**config.mk**
```make
export PLATFORM = sky130hd
export DESIGN_NAME = ulp_top
export DESIGN_NICKNAME = d
export VERILOG_FILES = /design/src/design/ulp_pkg.sv /design/src/design/ulp_tmr_if.sv /design/src/design/ulp_timer.sv /design/src/design/ulp_top.sv
export VERILOG_INCLUDE_DIRS = /design/src /design/src/design
export SDC_FILE = /design/constraint.sdc
export NUM_CORES = 1
export LEC_CHECK = 0
export ABC_AREA = 1
export BUFFER_PORTS_ARGS = -buffer_cell sky130_fd_sc_hd__buf_4
export CORE_MARGIN = 10
export CORE_UTILIZATION = 60
export CTS_BUF_LIST = sky130_fd_sc_hd__clkbuf_4 sky130_fd_sc_hd__clkbuf_8
export CTS_CLUSTER_DIAMETER = 150
export DETAILED_ROUTE_END_ITERATION = 8
export PLACE_DENSITY = 0.79
export SLEW_MARGIN = 20
export SYNTH_ARGS = -nofsm -noshare
export SYNTH_HDL_FRONTEND = slang
export SYNTH_SLANG_ARGS = --single-unit
```
**constraint.sdc**
```tcl
create_clock -name clk -period 9.7 [get_ports clk]
set_clock_uncertainty 0.1 [all_clocks]
set_input_delay 0.97 -clock clk [delete_from_list [all_inputs] [get_ports clk]]
set_output_delay 0.97 -clock clk [all_outputs]
set_load 0.05 [all_outputs]
```
**src/design/ulp_params.svh**
```systemverilog
/*
  Constants for the link power-state block: clock rate, timer lengths in their
  own units and as clock cycles, counter limits and the compliance pattern span.
  Assumes a 10 MHz clock; included by bare name from the interface, timer and top design files.
*/
`ifndef ULP_PARAMS_SVH
`define ULP_PARAMS_SVH

`define ULP_CLK_KHZ      10000
`define ULP_TW           22
// times in microseconds
`define ULP_T_LCMD_US    1000
`define ULP_T_IDLE_US    10
`define ULP_T_PING_US    300000
`define ULP_T_HS_UX_US   2000
`define ULP_T_HS_U3_US   10000
`define ULP_T_TERM_US    100000
`define ULP_T_RETRY_US   100000
`define ULP_US2CYC(t)    (((t) * `ULP_CLK_KHZ) / 1000)
`define ULP_LCMD_CYC     `ULP_US2CYC(`ULP_T_LCMD_US)
`define ULP_IDLE_CYC     `ULP_US2CYC(`ULP_T_IDLE_US)
`define ULP_PING_CYC     `ULP_US2CYC(`ULP_T_PING_US)
`define ULP_HS_UX_CYC    `ULP_US2CYC(`ULP_T_HS_UX_US)
`define ULP_HS_U3_CYC    `ULP_US2CYC(`ULP_T_HS_U3_US)
`define ULP_TERM_CYC     `ULP_US2CYC(`ULP_T_TERM_US)
`define ULP_RETRY_CYC    `ULP_US2CYC(`ULP_T_RETRY_US)
// consecutive-failure limits, as last count before the exit; then compliance pattern span and timer count
`define ULP_HP_LAST      2'h3
`define ULP_U3F_LAST     2'h2
`define ULP_CPAT_FIRST   4'h0
`define ULP_CPAT_LAST    4'h8
`define ULP_NTMR         7

`endif

```
**src/design/ulp_pkg.sv**
```systemverilog
/*
  Types shared by the link power-state block: the link state encoding.
  Assumes nothing beyond a SystemVerilog compiler.
*/
package ulp_pkg;
  // gray steps along out -> u0 -> u1 -> u2 -> u3
  typedef enum logic [3:0] {
    ULP_ST_RXDET = 4'h0,
    ULP_ST_U0    = 4'h1,
    ULP_ST_U1    = 4'h3,
    ULP_ST_U2    = 4'h2,
    ULP_ST_U3    = 4'h6,
    ULP_ST_RECOV = 4'h7,
    ULP_ST_INACT = 4'h5,
    ULP_ST_DISAB = 4'h4,
    ULP_ST_COMPL = 4'hc
  } ulp_state_e;
endpackage

```
**src/design/ulp_tmr_if.sv**
```systemverilog
/*
  Carrier between the state machine and one interval timer.
  Assumes both ends share clk.
*/
`timescale 1ns/1ns
`default_nettype none
`include "ulp_params.svh"
interface ulp_tmr_if;
  logic                 restart;
  logic                 run;
  logic [`ULP_TW-1:0]   limit;
  logic                 expired;
  modport ctl (output restart, output run, output limit, input expired);
  modport tmr (input restart, input run, input limit, output expired);
endinterface
`default_nettype wire

```
**src/design/ulp_timer.sv**
```systemverilog
/*
  Interval timer: counts while run, cleared by restart, pulses expired for one
  cycle after limit running cycles and then starts over. Limit zero never fires.
  Assumes restart and run come from logic on the same clock.
*/
`timescale 1ns/1ns
`default_nettype none
`include "ulp_params.svh"
module ulp_timer (
  input  wire logic clk,  // block clock
  input  wire logic rst,  // async reset, high
  ulp_tmr_if.tmr    t     // control and expiry
);
  logic [`ULP_TW-1:0] count;
  logic [`ULP_TW-1:0] next_count;
  logic               next_expired;
  logic               hit;

  always_comb begin
    hit          = (t.limit != '0) && (count == t.limit - `ULP_TW'(1));
    next_count   = count;
    next_expired = 1'b0;
    if (t.restart) begin
      next_count = '0;
    end else if (t.run) begin
      next_expired = hit;
      next_count   = hit ? '0 : count + `ULP_TW'(1);
    end
  end

  always_ff @(posedge clk or posedge rst) begin
    if (rst) begin
      count     <= '0;
      t.expired <= 1'b0;
    end else begin
      count     <= next_count;
      t.expired <= next_expired;
    end
  end
endmodule
`default_nettype wire

```
**src/design/ulp_top.sv**
```systemverilog
/*
  Link power-state machine for Compliance Mode and U0..U3 with its timers,
  keep-alive, liveness checks and exits to recovery, inactive, disabled and
  rx detect. Assumes all event inputs are one-cycle pulses from logic on clk,
  except vbus_valid, which is a pin and is synchronised here.
*/
`timescale 1ns/1ns
`default_nettype none
`include "ulp_params.svh"
module ulp_top #(
  parameter logic [`ULP_TW-1:0] LCMD_CYC  = `ULP_TW'(`ULP_LCMD_CYC),
  parameter logic [`ULP_TW-1:0] PING_CYC  = `ULP_TW'(`ULP_PING_CYC),
  parameter logic [`ULP_TW-1:0] HS_UX_CYC = `ULP_TW'(`ULP_HS_UX_CYC),
  parameter logic [`ULP_TW-1:0] HS_U3_CYC = `ULP_TW'(`ULP_HS_U3_CYC),
  parameter logic [`ULP_TW-1:0] TERM_CYC  = `ULP_TW'(`ULP_TERM_CYC),
  parameter logic [`ULP_TW-1:0] RETRY_CYC = `ULP_TW'(`ULP_RETRY_CYC)
) (
  input  wire logic              clk,            // 10 MHz
  input  wire logic              rst,            // async reset, high
  input  wire logic              downstream,     // 1 = downstream port
  input  wire logic              self_powered,   // upstream self-powered
  input  wire logic              vbus_valid,     // pin, asynchronous
  input  wire logic              enter_u0,       // outer fsm hands over to U0
  input  wire logic              enter_compl,    // outer fsm hands over to compliance
  input  wire logic              ping_det,       // Ping.LFPS received
  input  wire logic              warm_reset_det, // upstream: warm reset seen
  input  wire logic              dir_warm_reset, // downstream: issue warm reset
  input  wire logic              dir_disable,    // directed to disabled
  input  wire logic              dir_inactive,   // directed to inactive
  input  wire logic              dir_recovery,   // directed to recovery
  input  wire logic              lcmd_rx,        // link command received
  input  wire logic              tx_busy,        // link command or packet on air
  input  wire logic              ts1_det,        // TS1 detected
  input  wire logic              link_err,       // error needing retrain
  input  wire logic              hp_timeout,     // pending header timer expired
  input  wire logic              hp_ok,          // pending header acknowledged
  input  wire logic              lgo_u1_ok,      // U1 entry sequence done
  input  wire logic              lgo_u2_ok,      // U2 entry sequence done
  input  wire logic              lgo_u3_ok,      // U3 entry sequence done
  input  wire logic              u3_entry_fail,  // U3 entry attempt failed
  input  wire logic [`ULP_TW-1:0] u2_timeout,    // U2 inactivity, cycles, 0 = off
  input  wire logic              exit_req,       // local wish to leave Ux
  input  wire logic              exit_det,       // partner exit/wake signalling
  input  wire logic              hs_ok,          // exit handshake complete
  input  wire logic              far_hiz,        // termination check: high imp
  output logic [3:0]             link_state,     // current state code
  output logic                   go_recovery,    // pulse: entered recovery
  output logic                   go_inactive,    // pulse: entered inactive
  output logic                   go_disabled,    // pulse: entered disabled
  output logic                   go_rxdetect,    // pulse: entered rx detect
  output logic                   lup_send,       // pulse: send one keep-alive
  output logic                   term_chk,       // pulse: run termination check
  output logic                   lfps_tx_en,     // LFPS transmitter on
  output logic                   exit_det_en,    // exit/wake detector armed
  output logic                   ping_det_en,    // ping detector armed
  output logic                   wake_blocked,   // U3 retry hold-off running
  output logic [3:0]             compl_pattern   // compliance pattern index
);
  localparam int T_LC = 0, T_IDLE = 1, T_PING = 2, T_HS = 3, T_TERM = 4;
  localparam int T_RETRY = 5, T_U2 = 6;

  ulp_pkg::ulp_state_e state, next_state;
  logic [1:0] hp_cnt, next_hp_cnt;
  logic [1:0] u3f_cnt, next_u3f_cnt;
  logic [3:0] pat, next_pat;
  logic       hs_act, next_hs_act;
  logic       hs_init, next_hs_init;
  logic       blk, next_blk;
  logic       vbus_s1, vbus_s2;
  logic       warm, vbus_off, in_ux;

  ulp_tmr_if tif [`ULP_NTMR] ();

  genvar gi;
  generate
    for (gi = 0; gi < `ULP_NTMR; gi++) begin : g_tmr
      ulp_timer u_tmr (.clk(clk), .rst(rst), .t(tif[gi]));
    end
  endgenerate

  function automatic logic is_ux(input ulp_pkg::ulp_state_e s);
    return (s == ulp_pkg::ULP_ST_U1) || (s == ulp_pkg::ULP_ST_U2) ||
           (s == ulp_pkg::ULP_ST_U3);
  endfunction

  // vbus is a board level; first flop feeds only the second
  always_ff @(posedge clk or posedge rst) begin
    if (rst) begin
      vbus_s1 <= 1'b0;
      vbus_s2 <= 1'b0;
    end else begin
      vbus_s1 <= vbus_valid;
      vbus_s2 <= vbus_s1;
    end
  end

  assign warm     = downstream ? dir_warm_reset : warm_reset_det;
  assign vbus_off = !downstream && self_powered && !vbus_s2;
  assign in_ux    = is_ux(state);

  assign tif[T_LC].restart    = (state != ulp_pkg::ULP_ST_U0) || lcmd_rx;
  assign tif[T_LC].run        = downstream;
  assign tif[T_LC].limit      = LCMD_CYC;
  // idle timer held at zero while anything is sent, counts in logical idle on an upstream port only
  assign tif[T_IDLE].restart  = (state != ulp_pkg::ULP_ST_U0) || tx_busy;
  assign tif[T_IDLE].run      = !downstream;
  assign tif[T_IDLE].limit    = `ULP_TW'(`ULP_IDLE_CYC);
  assign tif[T_PING].restart  = (state != ulp_pkg::ULP_ST_U1) || ping_det;
  assign tif[T_PING].run      = downstream;
  assign tif[T_PING].limit    = PING_CYC;
  assign tif[T_HS].restart    = !hs_act;
  assign tif[T_HS].run        = 1'b1;
  assign tif[T_HS].limit      = (state == ulp_pkg::ULP_ST_U3) ? HS_U3_CYC : HS_UX_CYC;
  assign tif[T_TERM].restart  = !((state == ulp_pkg::ULP_ST_U2) ||
                                  (state == ulp_pkg::ULP_ST_U3));
  assign tif[T_TERM].run      = downstream;
  assign tif[T_TERM].limit    = TERM_CYC;
  assign tif[T_RETRY].restart = !blk;
  assign tif[T_RETRY].run     = 1'b1;
  assign tif[T_RETRY].limit   = RETRY_CYC;
  // no drift into U2 while an exit handshake is under way
  assign tif[T_U2].restart    = (state != ulp_pkg::ULP_ST_U1) || hs_act;
  assign tif[T_U2].run        = 1'b1;
  assign tif[T_U2].limit      = u2_timeout;

  always_comb begin
    next_state   = state;
    next_pat     = pat;
    next_hp_cnt  = hp_cnt;
    next_u3f_cnt = u3f_cnt;
    next_hs_act  = hs_act;
    next_hs_init = hs_init;
    next_blk     = blk;
    if (hp_ok) begin
      next_hp_cnt = 2'h0;
    end
    if (lgo_u3_ok) begin
      next_u3f_cnt = 2'h0;
    end
    case (state)
      ulp_pkg::ULP_ST_COMPL: begin
        if (warm) begin
          next_state = ulp_pkg::ULP_ST_RXDET;
        end else if (downstream && dir_disable) begin
          next_state = ulp_pkg::ULP_ST_DISAB;
        end else if (ping_det) begin
          next_pat = (pat == `ULP_CPAT_LAST) ? `ULP_CPAT_FIRST :
                     pat + 4'h1;
        end
      end
      ulp_pkg::ULP_ST_U0: begin
        if (warm) begin
          next_state = ulp_pkg::ULP_ST_RXDET;
        end else if (dir_disable || vbus_off) begin
          next_state = ulp_pkg::ULP_ST_DISAB;
        end else if (downstream && dir_inactive) begin
          next_state = ulp_pkg::ULP_ST_INACT;
        end else if (hp_timeout) begin
          next_hp_cnt = (hp_cnt == `ULP_HP_LAST) ? 2'h0 : hp_cnt + 2'h1;
          next_state  = (hp_cnt == `ULP_HP_LAST) ? ulp_pkg::ULP_ST_INACT :
                        ulp_pkg::ULP_ST_RECOV;
        end else if (downstream && u3_entry_fail) begin
          next_u3f_cnt = (u3f_cnt == `ULP_U3F_LAST) ? 2'h0 : u3f_cnt + 2'h1;
          if (u3f_cnt == `ULP_U3F_LAST) begin
            next_state = ulp_pkg::ULP_ST_INACT;
          end
        end else if (ts1_det || link_err || dir_recovery || tif[T_LC].expired) begin
          next_state = ulp_pkg::ULP_ST_RECOV;
        end else if (lgo_u1_ok) begin
          next_state = ulp_pkg::ULP_ST_U1;
        end else if (lgo_u2_ok) begin
          next_state = ulp_pkg::ULP_ST_U2;
        end else if (lgo_u3_ok) begin
          next_state = ulp_pkg::ULP_ST_U3;
        end
      end
      ulp_pkg::ULP_ST_U1, ulp_pkg::ULP_ST_U2, ulp_pkg::ULP_ST_U3: begin
        if (blk && tif[T_RETRY].expired) begin
          next_blk = 1'b0;
        end
        if (warm) begin
          next_state = ulp_pkg::ULP_ST_RXDET;
        end else if ((downstream && dir_disable) || vbus_off) begin
          next_state = ulp_pkg::ULP_ST_DISAB;
        end else if (downstream && (state == ulp_pkg::ULP_ST_U1) &&
                     tif[T_PING].expired) begin
          next_state = ulp_pkg::ULP_ST_RXDET;
        end else if (downstream && (state != ulp_pkg::ULP_ST_U1) && far_hiz) begin
          next_state = ulp_pkg::ULP_ST_RXDET;
        end else if (hs_act) begin
          if (hs_ok) begin
            next_state = ulp_pkg::ULP_ST_RECOV;
          end else if (tif[T_HS].expired) begin
            if (state == ulp_pkg::ULP_ST_U3) begin
              next_hs_act = 1'b0;
              next_blk    = 1'b1;
            end else begin
              next_state = ulp_pkg::ULP_ST_INACT;
            end
          end
        // ping_det is never an exit cause, so U2 pings are ignored here
        end else if (exit_det) begin
          next_hs_act  = 1'b1;
          next_hs_init = 1'b0;
        end else if (exit_req && !blk) begin
          next_hs_act  = 1'b1;
          next_hs_init = 1'b1;
        end else if ((state == ulp_pkg::ULP_ST_U1) && tif[T_U2].expired) begin
          next_state = ulp_pkg::ULP_ST_U2;
        end
      end
      default: begin
        if (enter_compl) begin
          next_state = ulp_pkg::ULP_ST_COMPL;
          next_pat   = `ULP_CPAT_FIRST;
        end else if (enter_u0) begin
          next_state = ulp_pkg::ULP_ST_U0;
        end
      end
    endcase
    // a handshake or hold-off belongs to the state it started in
    if (next_state != state) begin
      next_hs_act  = 1'b0;
      next_hs_init = 1'b0;
      next_blk     = 1'b0;
    end
  end

  always_ff @(posedge clk or posedge rst) begin
    if (rst) begin
      state       <= ulp_pkg::ULP_ST_RXDET;
      pat         <= `ULP_CPAT_FIRST;
      hp_cnt      <= 2'h0;
      u3f_cnt     <= 2'h0;
      hs_act      <= 1'b0;
      hs_init     <= 1'b0;
      blk         <= 1'b0;
      go_recovery <= 1'b0;
      go_inactive <= 1'b0;
      go_disabled <= 1'b0;
      go_rxdetect <= 1'b0;
    end else begin
      state       <= next_state;
      pat         <= next_pat;
      hp_cnt      <= next_hp_cnt;
      u3f_cnt     <= next_u3f_cnt;
      hs_act      <= next_hs_act;
      hs_init     <= next_hs_init;
      blk         <= next_blk;
      go_recovery <= (next_state != state) && (next_state == ulp_pkg::ULP_ST_RECOV);
      go_inactive <= (next_state != state) && (next_state == ulp_pkg::ULP_ST_INACT);
      go_disabled <= (next_state != state) && (next_state == ulp_pkg::ULP_ST_DISAB);
      go_rxdetect <= (next_state != state) && (next_state == ulp_pkg::ULP_ST_RXDET);
    end
  end

  assign link_state    = state;
  assign compl_pattern = pat;
  assign lup_send      = tif[T_IDLE].expired;
  assign term_chk      = tif[T_TERM].expired;
  assign lfps_tx_en    = in_ux && hs_act && hs_init;
  assign exit_det_en   = in_ux;
  assign ping_det_en   = downstream && ((state == ulp_pkg::ULP_ST_U1) ||
                                        (state == ulp_pkg::ULP_ST_U2));
  assign wake_blocked  = blk;

  compl_step_a: assert property (@(posedge clk) disable iff (rst)
    state == ulp_pkg::ULP_ST_COMPL && ping_det && !warm && !dir_disable &&
    pat != `ULP_CPAT_LAST |=> pat == $past(pat) + 4'h1)
    else $error("compliance pattern did not step");
  compl_wrap_a: assert property (@(posedge clk) disable iff (rst)
    state == ulp_pkg::ULP_ST_COMPL && ping_det && !warm && !dir_disable &&
    pat == `ULP_CPAT_LAST |=> pat == `ULP_CPAT_FIRST)
    else $error("compliance pattern did not wrap");
  lup_single_a: assert property (@(posedge clk) disable iff (rst)
    lup_send |=> !lup_send ##1 !lup_send)
    else $error("keep-alive sent more than once");
  lgo_entry_a: assert property (@(posedge clk) disable iff (rst)
    state == ulp_pkg::ULP_ST_U0 ##1 state == ulp_pkg::ULP_ST_U1 |-> $past(lgo_u1_ok))
    else $error("U1 entered without entry sequence");
  hp_fourth_a: assert property (@(posedge clk) disable iff (rst)
    state == ulp_pkg::ULP_ST_U0 && hp_timeout && hp_cnt == `ULP_HP_LAST &&
    !warm && !dir_disable && !vbus_off |=> state == ulp_pkg::ULP_ST_INACT && go_inactive)
    else $error("fourth header timeout did not go inactive");
  u3_fail_a: assert property (@(posedge clk) disable iff (rst)
    state == ulp_pkg::ULP_ST_U0 && downstream && u3_entry_fail && !hp_timeout &&
    u3f_cnt == `ULP_U3F_LAST && !warm && !dir_disable && !dir_inactive
    |=> state == ulp_pkg::ULP_ST_INACT)
    else $error("third U3 entry failure did not go inactive");
  lfps_init_a: assert property (@(posedge clk) disable iff (rst)
    $rose(lfps_tx_en) |-> $past(exit_req) && !$past(blk) && exit_det_en)
    else $error("LFPS transmit without initiating exit");
  u3_detect_a: assert property (@(posedge clk) disable iff (rst)
    state == ulp_pkg::ULP_ST_U3 |-> !ping_det_en && exit_det_en)
    else $error("U3 detector arming wrong");
  u3_retry_a: assert property (@(posedge clk) disable iff (rst)
    state == ulp_pkg::ULP_ST_U3 && hs_act && tif[T_HS].expired && !hs_ok && !warm &&
    !far_hiz && !dir_disable && !vbus_off |=> (state == ulp_pkg::ULP_ST_U3 && blk) [*3])
    else $error("U3 wake timeout handling wrong");
endmodule
`default_nettype wire

```
==> out/results.ini, run 1 <==
[run_status]
status = finished clean

[timing]
maxSlewViolCount = 0
maxSlewHeadroom_pct = 35.3
setup_viol = 0
hold_viol_final = 0
setup-tns-final_ns = 0
rsz0062_at_grt = no
setup_slack_ns = 6.54
post-route-min-period_ns = 3.16
worst_pin_slew_ns = 0.971
period_share_pct = 32.6
max_freq_mhz = 316

[final_layout]
antenna_cells = 0
final_cell_area_um2 = 12100
layout_common_cells = nand2_1, nor2_1, inv_1, dfrtp_1, nand3_1
final_layout_size_suffix_gt1_share_pct = 9.96
fill_cells = 1560
nets = 1646
area_growth_pct = 10.5
final_common_cell = nand2_1

[drt]
vias = 10200
drt_iter0_drc = 780
drt-vias-per-instance = 5.57
ant_nets = 0
first_pass_iters = 5
routed_wl_mm = 26.2
wl_per_cell_um = 14.4
drc = 0

[critical_path]
arrival_ns = 2.09
required_ns = 8.63
r2r_cells = 7
cp-end-kind = primary output
worstSetupPathType = reg -> out
critPathMaxFanout = 7
rrSetupSlack_ns = 7.12
crit_path_start = link_state[2]$_DFF_PP0_
r2r-start = link_state[2]$_DFF_PP0_
cp-endpoint = lfps_tx_en
r2r_end = g_tmr[1].u_tmr.count[8]$_DFFE_PP0P_
start_kind = flop

[power_and_ir_drop]
ir_worst_vdd_v = 0.000135
p_per_area_nw_per_um2 = 139
leakagePower_nw = 5.26
p_total_w = 0.00168

[cts]
post-cts-setup-buffer-count = 0
cts_tree = done
hold_buffers = 0
clkSinkCount = 182
insertion_delay_ns = 0.46
cts_root_buf = clkbuf_8
clkSlewWorstSetupHoldPaths_ns = 0.09
cts_max_level = 4
cts_resized = 0
cts_buffer_depth = 2
cts_buffers = 17

[placement]
dp_slack_ns = 6.65
port_buffers = 66
gp_congestion = 0.931
postPlaceCellArea_um2 = 11700
dp_hpwl_mm = 19.6

[logic_synthesis]
synthFlopType = dfrtp_1
synth_cell_types = 50
synthCells = 1512
yosysSeqAreaShare_pct = 41.7
netlist_area_um2 = 10900
synth.top_cell.area_share_pct = 41.7
yosys_warnings = 0
ys_ff_latch = 182
synth_area_leaders = dfrtp_1, nand2_1, nor2_1
synth_area_per_cell_um2 = 7.23
synth_nets = 1573
synth_top_area_cell = dfrtp_1
synthArstFlopShare_pct = 100
synth_edf_count = 0

[global_route]
antenna_found_initial = 0
gr-usage-all-layers_pct = 21.9
grt_pass1_wl_mm = 44.5
grt_overflow_total = 0
grt_max_degree = 106
grt_pass1_vias = 9506

[floorplan]
die_y_um = 155
dieWidth_um = 155
rows = 49
core_um2 = 18000
start_util_pct = 60.8
die_area_um2 = 24000
ios = 67

[hold_path]
min_path_type = reg -> reg

[run]
maxCapViolations = 0

## layout make-up
type                    count  area (um2)  share of cell area, %
clock inverters            10         148                   1.22
repair buffers             67         503                   4.16
clock buffers              21         277                   2.29
flip-flops and latches    182        4550                   37.7
inverters                 229         872                   7.22
well taps                 229         287                   2.37
multi-input cells        1088        5440                   45.0
## metal layers
| metal | vias up | track usage, % | part of all wire (%) |
|---|---|---|---|
| met5 | - | 0 | 0 |
| met4 | 0 | 6.88 | 2.1 |
| met3 | 47 | 4.11 | 5.1 |
| met2 | 313 | 35.2 | 47 |
| met1 | 4761 | 29.2 | 46 |
| li1 | 5053 | - | - |
## sequential cells by signal (all words and copies together) (netlist names)
| name | cells |
|---|---|
| wake_blocked | 1 |
| hp_cnt | 2 |
| link_state | 4 |
| compl_pattern | 4 |
| g_tmr.u_tmr.count | 154 |
| go_recovery | 1 |
| u3f_cnt | 2 |
| go_disabled | 1 |
| go_inactive | 1 |
| vbus_s2 | 1 |
| g_tmr.u_tmr.t.expired | 7 |
| hs_act | 1 |
| vbus_s1 | 1 |
| hs_init | 1 |
| go_rxdetect | 1 |
## power breakdown
part	leakage, nW	switching (W)	internal, W
combinational	2.51	0.000235	0.0000953
sequential	2.53	0.0000292	0.000774
clock	0.217	0.000272	0.000275
## worst max-delay path: stages (launching register included)
cell      delay [ns]
dfrtp_1         0.53
nor2_4          0.27
nand2_2         0.13
nand2_4         0.15
clkinv_4        0.09
nor3_1          0.20
buf_4           0.25
## synth_stat cells, types with 17 or more instances
library cell / count
a21oi_1: 66
dfrtp_1: 182
inv_1: 209
inv_2: 17
nand2_1: 301
nand3_1: 101
nand4_1: 41
nor2_1: 248
nor3_1: 73
nor4_1: 22
o21ai_0: 47
xor2_1: 45
## how the worst min path moves through the flow
stage,to,cells past startpoint,from
2_1_floorplan,vbus_s2$_DFF_PP0_,0,vbus_s1$_DFF_PP0_
3_3_place_gp,vbus_s2$_DFF_PP0_,0,vbus_s1$_DFF_PP0_
3_5_place_dp,vbus_s2$_DFF_PP0_,0,vbus_s1$_DFF_PP0_
4_1_cts,vbus_s2$_DFF_PP0_,0,vbus_s1$_DFF_PP0_
5_1_grt,vbus_s2$_DFF_PP0_,0,vbus_s1$_DFF_PP0_
6_report,vbus_s2$_DFF_PP0_,0,vbus_s1$_DFF_PP0_
## logic make-up after synthesis
group	Yosys count	share of synthesized area, %
flops	182	41.7
buf+inv	242	8.59
xor+xnor	60	4.81
simple gates	852	35.1
fa+ha+maj	12	1.37
compound gates	164	8.44
## through the flow
| stage | utilization (%) | hold slack, ns | cells |
|---|---|---|---|
| floorplan | - | 0.231 | 1512 |
| global placement | 64.9 | 0.237 | 1795 |
| detailed placement | 64.9 | 0.250 | 1795 |
| CTS | 67.2 | 0.270 | 1826 |
| global route | 67.2 | 0.286 | 1826 |
| finish | 67.2 | 0.265 | 1826 |
Note: power is estimated with default switching activity, not from simulation.
==> inputs of run 2 (changes only) <==
--- a/config.mk
+++ b/config.mk
@@ -9,11 +9,11 @@
 export ABC_AREA = 1
 export BUFFER_PORTS_ARGS = -buffer_cell sky130_fd_sc_hd__buf_4
 export CORE_MARGIN = 10
-export CORE_UTILIZATION = 60
+export CORE_UTILIZATION = 57
 export CTS_BUF_LIST = sky130_fd_sc_hd__clkbuf_4 sky130_fd_sc_hd__clkbuf_8
 export CTS_CLUSTER_DIAMETER = 150
 export DETAILED_ROUTE_END_ITERATION = 8
-export PLACE_DENSITY = 0.79
+export PLACE_DENSITY = 0.78
 export SLEW_MARGIN = 20
 export SYNTH_ARGS = -nofsm -noshare
 export SYNTH_HDL_FRONTEND = slang
==> constraint.sdc (replaced) <==
create_clock -name clk -period 2.9 [get_ports clk]
set_clock_uncertainty 0.1 [all_clocks]
set_input_delay 0.29 -clock clk [delete_from_list [all_inputs] [get_ports clk]]
set_output_delay 0.29 -clock clk [all_outputs]
set_load 0.05 [all_outputs]
==> run 2 against run 1 <==
Wire length up 0.16%. Utilization is 2.4 points lower. Hold slack worse by 0.24 ns. Sequential cell count did not move. Via count is 0.33% lower. Count of clock-buffer cells in the layout decreased by 2. Cell count rose by 0.99%. Largest cell class unchanged.
==> out/results.ini, run 2 (synthesized netlist as in run 1, its figures left out) <==
[run_status]
status = finished clean

[global_route]
grt_max_degree = 52  ; -51%
grt_pass1_vias = 9363  ; -1.5%
gr-usage-all-layers_pct = 21.3  ; -0.61 points
antenna_found_initial = 0  ; unchanged
grt_overflow_total = 0  ; unchanged
grt_pass1_wl_mm = 43.9  ; -1.4%

[timing]
hold_viol_final = 0  ; unchanged
post-route-min-period_ns = 2.40
maxSlewHeadroom_pct = 47.7  ; +12 points
maxSlewViolCount = 0  ; unchanged
setup-tns-final_ns = 0  ; unchanged
period_share_pct = 82.7
worst_pin_slew_ns = 0.783  ; -0.188 ns
max_freq_mhz = 417
setup_viol = 0  ; unchanged
rsz0062_at_grt = no

[cts]
cts_resized = 0  ; unchanged
insertion_delay_ns = 0.47  ; about the same
clkSinkCount = 182  ; unchanged
hold_buffers = 5  ; +5
cts_buffers = 17  ; unchanged
cts_root_buf = clkbuf_8
cts_max_level = 4  ; unchanged
cts_buffer_depth = 2  ; unchanged
post-cts-setup-buffer-count = 0  ; unchanged
clkSlewWorstSetupHoldPaths_ns = 0.09  ; about the same
cts_tree = done

[floorplan]
die_y_um = 158  ; +2.3%
core_um2 = 18800  ; +4.5%
start_util_pct = 58.2  ; -2.6 points
rows = 50  ; +2.0%
die_area_um2 = 25100  ; +4.6%
ios = 67  ; unchanged
dieWidth_um = 158  ; +2.3%

[placement]
port_buffers = 66  ; unchanged
gp_congestion = 0.954  ; +2.5%
postPlaceCellArea_um2 = 11700  ; +0.75%
dp_hpwl_mm = 20.0  ; +2.4%

[drt]
vias = 10100  ; -0.33%
wl_per_cell_um = 14.2  ; -0.82%
drt-vias-per-instance = 5.50  ; -1.3%
ant_nets = 0  ; unchanged
drt_iter0_drc = 675  ; -13%
drc = 0  ; unchanged
first_pass_iters = 5  ; unchanged
routed_wl_mm = 26.3  ; +0.16%

[final_layout]
nets = 1659  ; +0.79%
largestRegisters = g_tmr.u_tmr.count: 154 flops, g_tmr.u_tmr.t.expired: 7 flops
antenna_cells = 0  ; unchanged
final_cell_area_um2 = 12200  ; +0.74%
layout_common_cells = nand2_1, nor2_1, inv_1, dfrtp_1, nand3_1
final_common_cell = nand2_1
final_layout_size_suffix_gt1_share_pct = 10.4  ; +0.42 points
area_growth_pct = 11.3
regMostFlops = g_tmr.u_tmr.count
largest_register_ffs = 154  ; unchanged

[power_and_ir_drop]
p_per_area_nw_per_um2 = 450  ; +220%
leakagePower_nw = 5.30  ; +0.71%
ir_worst_vdd_v = 0.000359  ; +170%

[critical_path]
crit_buf_inv = 1  ; -1
crit_family = simple AND/OR/NAND/NOR gates
arrival_ns = 2.68  ; +0.59 ns
start_kind = flop
slowest_stage = dfrtp_1
critPathMaxFanout = 16  ; +9
cp-end-kind = flop
worstSetupPathType = reg -> reg
critical-path-max-stage-delay_ns = 0.49  ; -0.04 ns
required_ns = 3.18  ; -5.45 ns
crit_chain = nor2_4 -> nand3_2 -> nor2_2 -> nand2_2 -> nand2_1 -> inv_1 -> nor3_1

[run]
maxCapViolations = 0  ; unchanged

[hold_path]
min_path_type = in -> reg

run 2: cell types whose count changed in the layout (fill, tap and decap cells not counted), moves of 2 or more:
cell,change
buf_4,+6
buf_12,+2
clkinvlp_4,+2
inv_6,+3
clkinv_4,-2
dlygate4sd3_1,+5
bufinv_16,-2
run 2: worst paths after layout:
kind	depth (start not counted)	start	slack, ns	to
max	7	link_state[2]$_DFF_PP0_	0.50	g_tmr[1].u_tmr.count[2]$_DFFE_PP0P_
min	4	hp_ok	0.03	hp_cnt[0]$_DFF_PP0_
max reg2reg	7	link_state[2]$_DFF_PP0_	0.50	g_tmr[1].u_tmr.count[2]$_DFFE_PP0P_
min reg2reg	0	vbus_s1$_DFF_PP0_	0.28	vbus_s2$_DFF_PP0_
max in group asynchronous	4	rst	1.56	hp_cnt[1]$_DFF_PP0_
min in group asynchronous	3	rst	0.42	g_tmr[3].u_tmr.t.expired$_DFF_PP0_
run 2: tightest hold or removal path: stages:
cell	delay, ns
buf_4	0.08
inv_1	0.05
nand3_1	0.07
o31ai_1	0.06
run 2: routing by layer:
metal	wire length (um)	GRT usage, %
met4	348	5.16
met1	12300	29.1
met5	0	0
met2	12200	34.1
met3	1330	4.07
run 2: layout make-up:
class	count	area [um2]
clock buffers	19	255
multi-input cells	1088	5440
repair buffers	80	638
clock inverters	12	120
flip-flops and latches	182	4550
well taps	234	293
inverters	229	868
fillers	1673	6600
run 2: through the flow:
stage	setup WS, ns	hold WS [ns]	instances	util, %	power [W]
floorplan	0.170	0.221	1512	-	0.00350
global placement	0.536	0.233	1808	62.6	0.00382
detailed placement	0.489	0.248	1808	62.6	0.00383
CTS	0.480	0.00407	1844	64.8	0.00550
global route	0.266	0.0132	1844	64.8	0.00575
finish	0.501	0.0299	1844	64.8	0.00548
run 2: report_power, final:
group	internal [W]	total, W	switching (W)
clock network	0.000724	0.00168	0.000952
registers	0.00259	0.00268	0.0000918
logic	0.000331	0.00112	0.000787
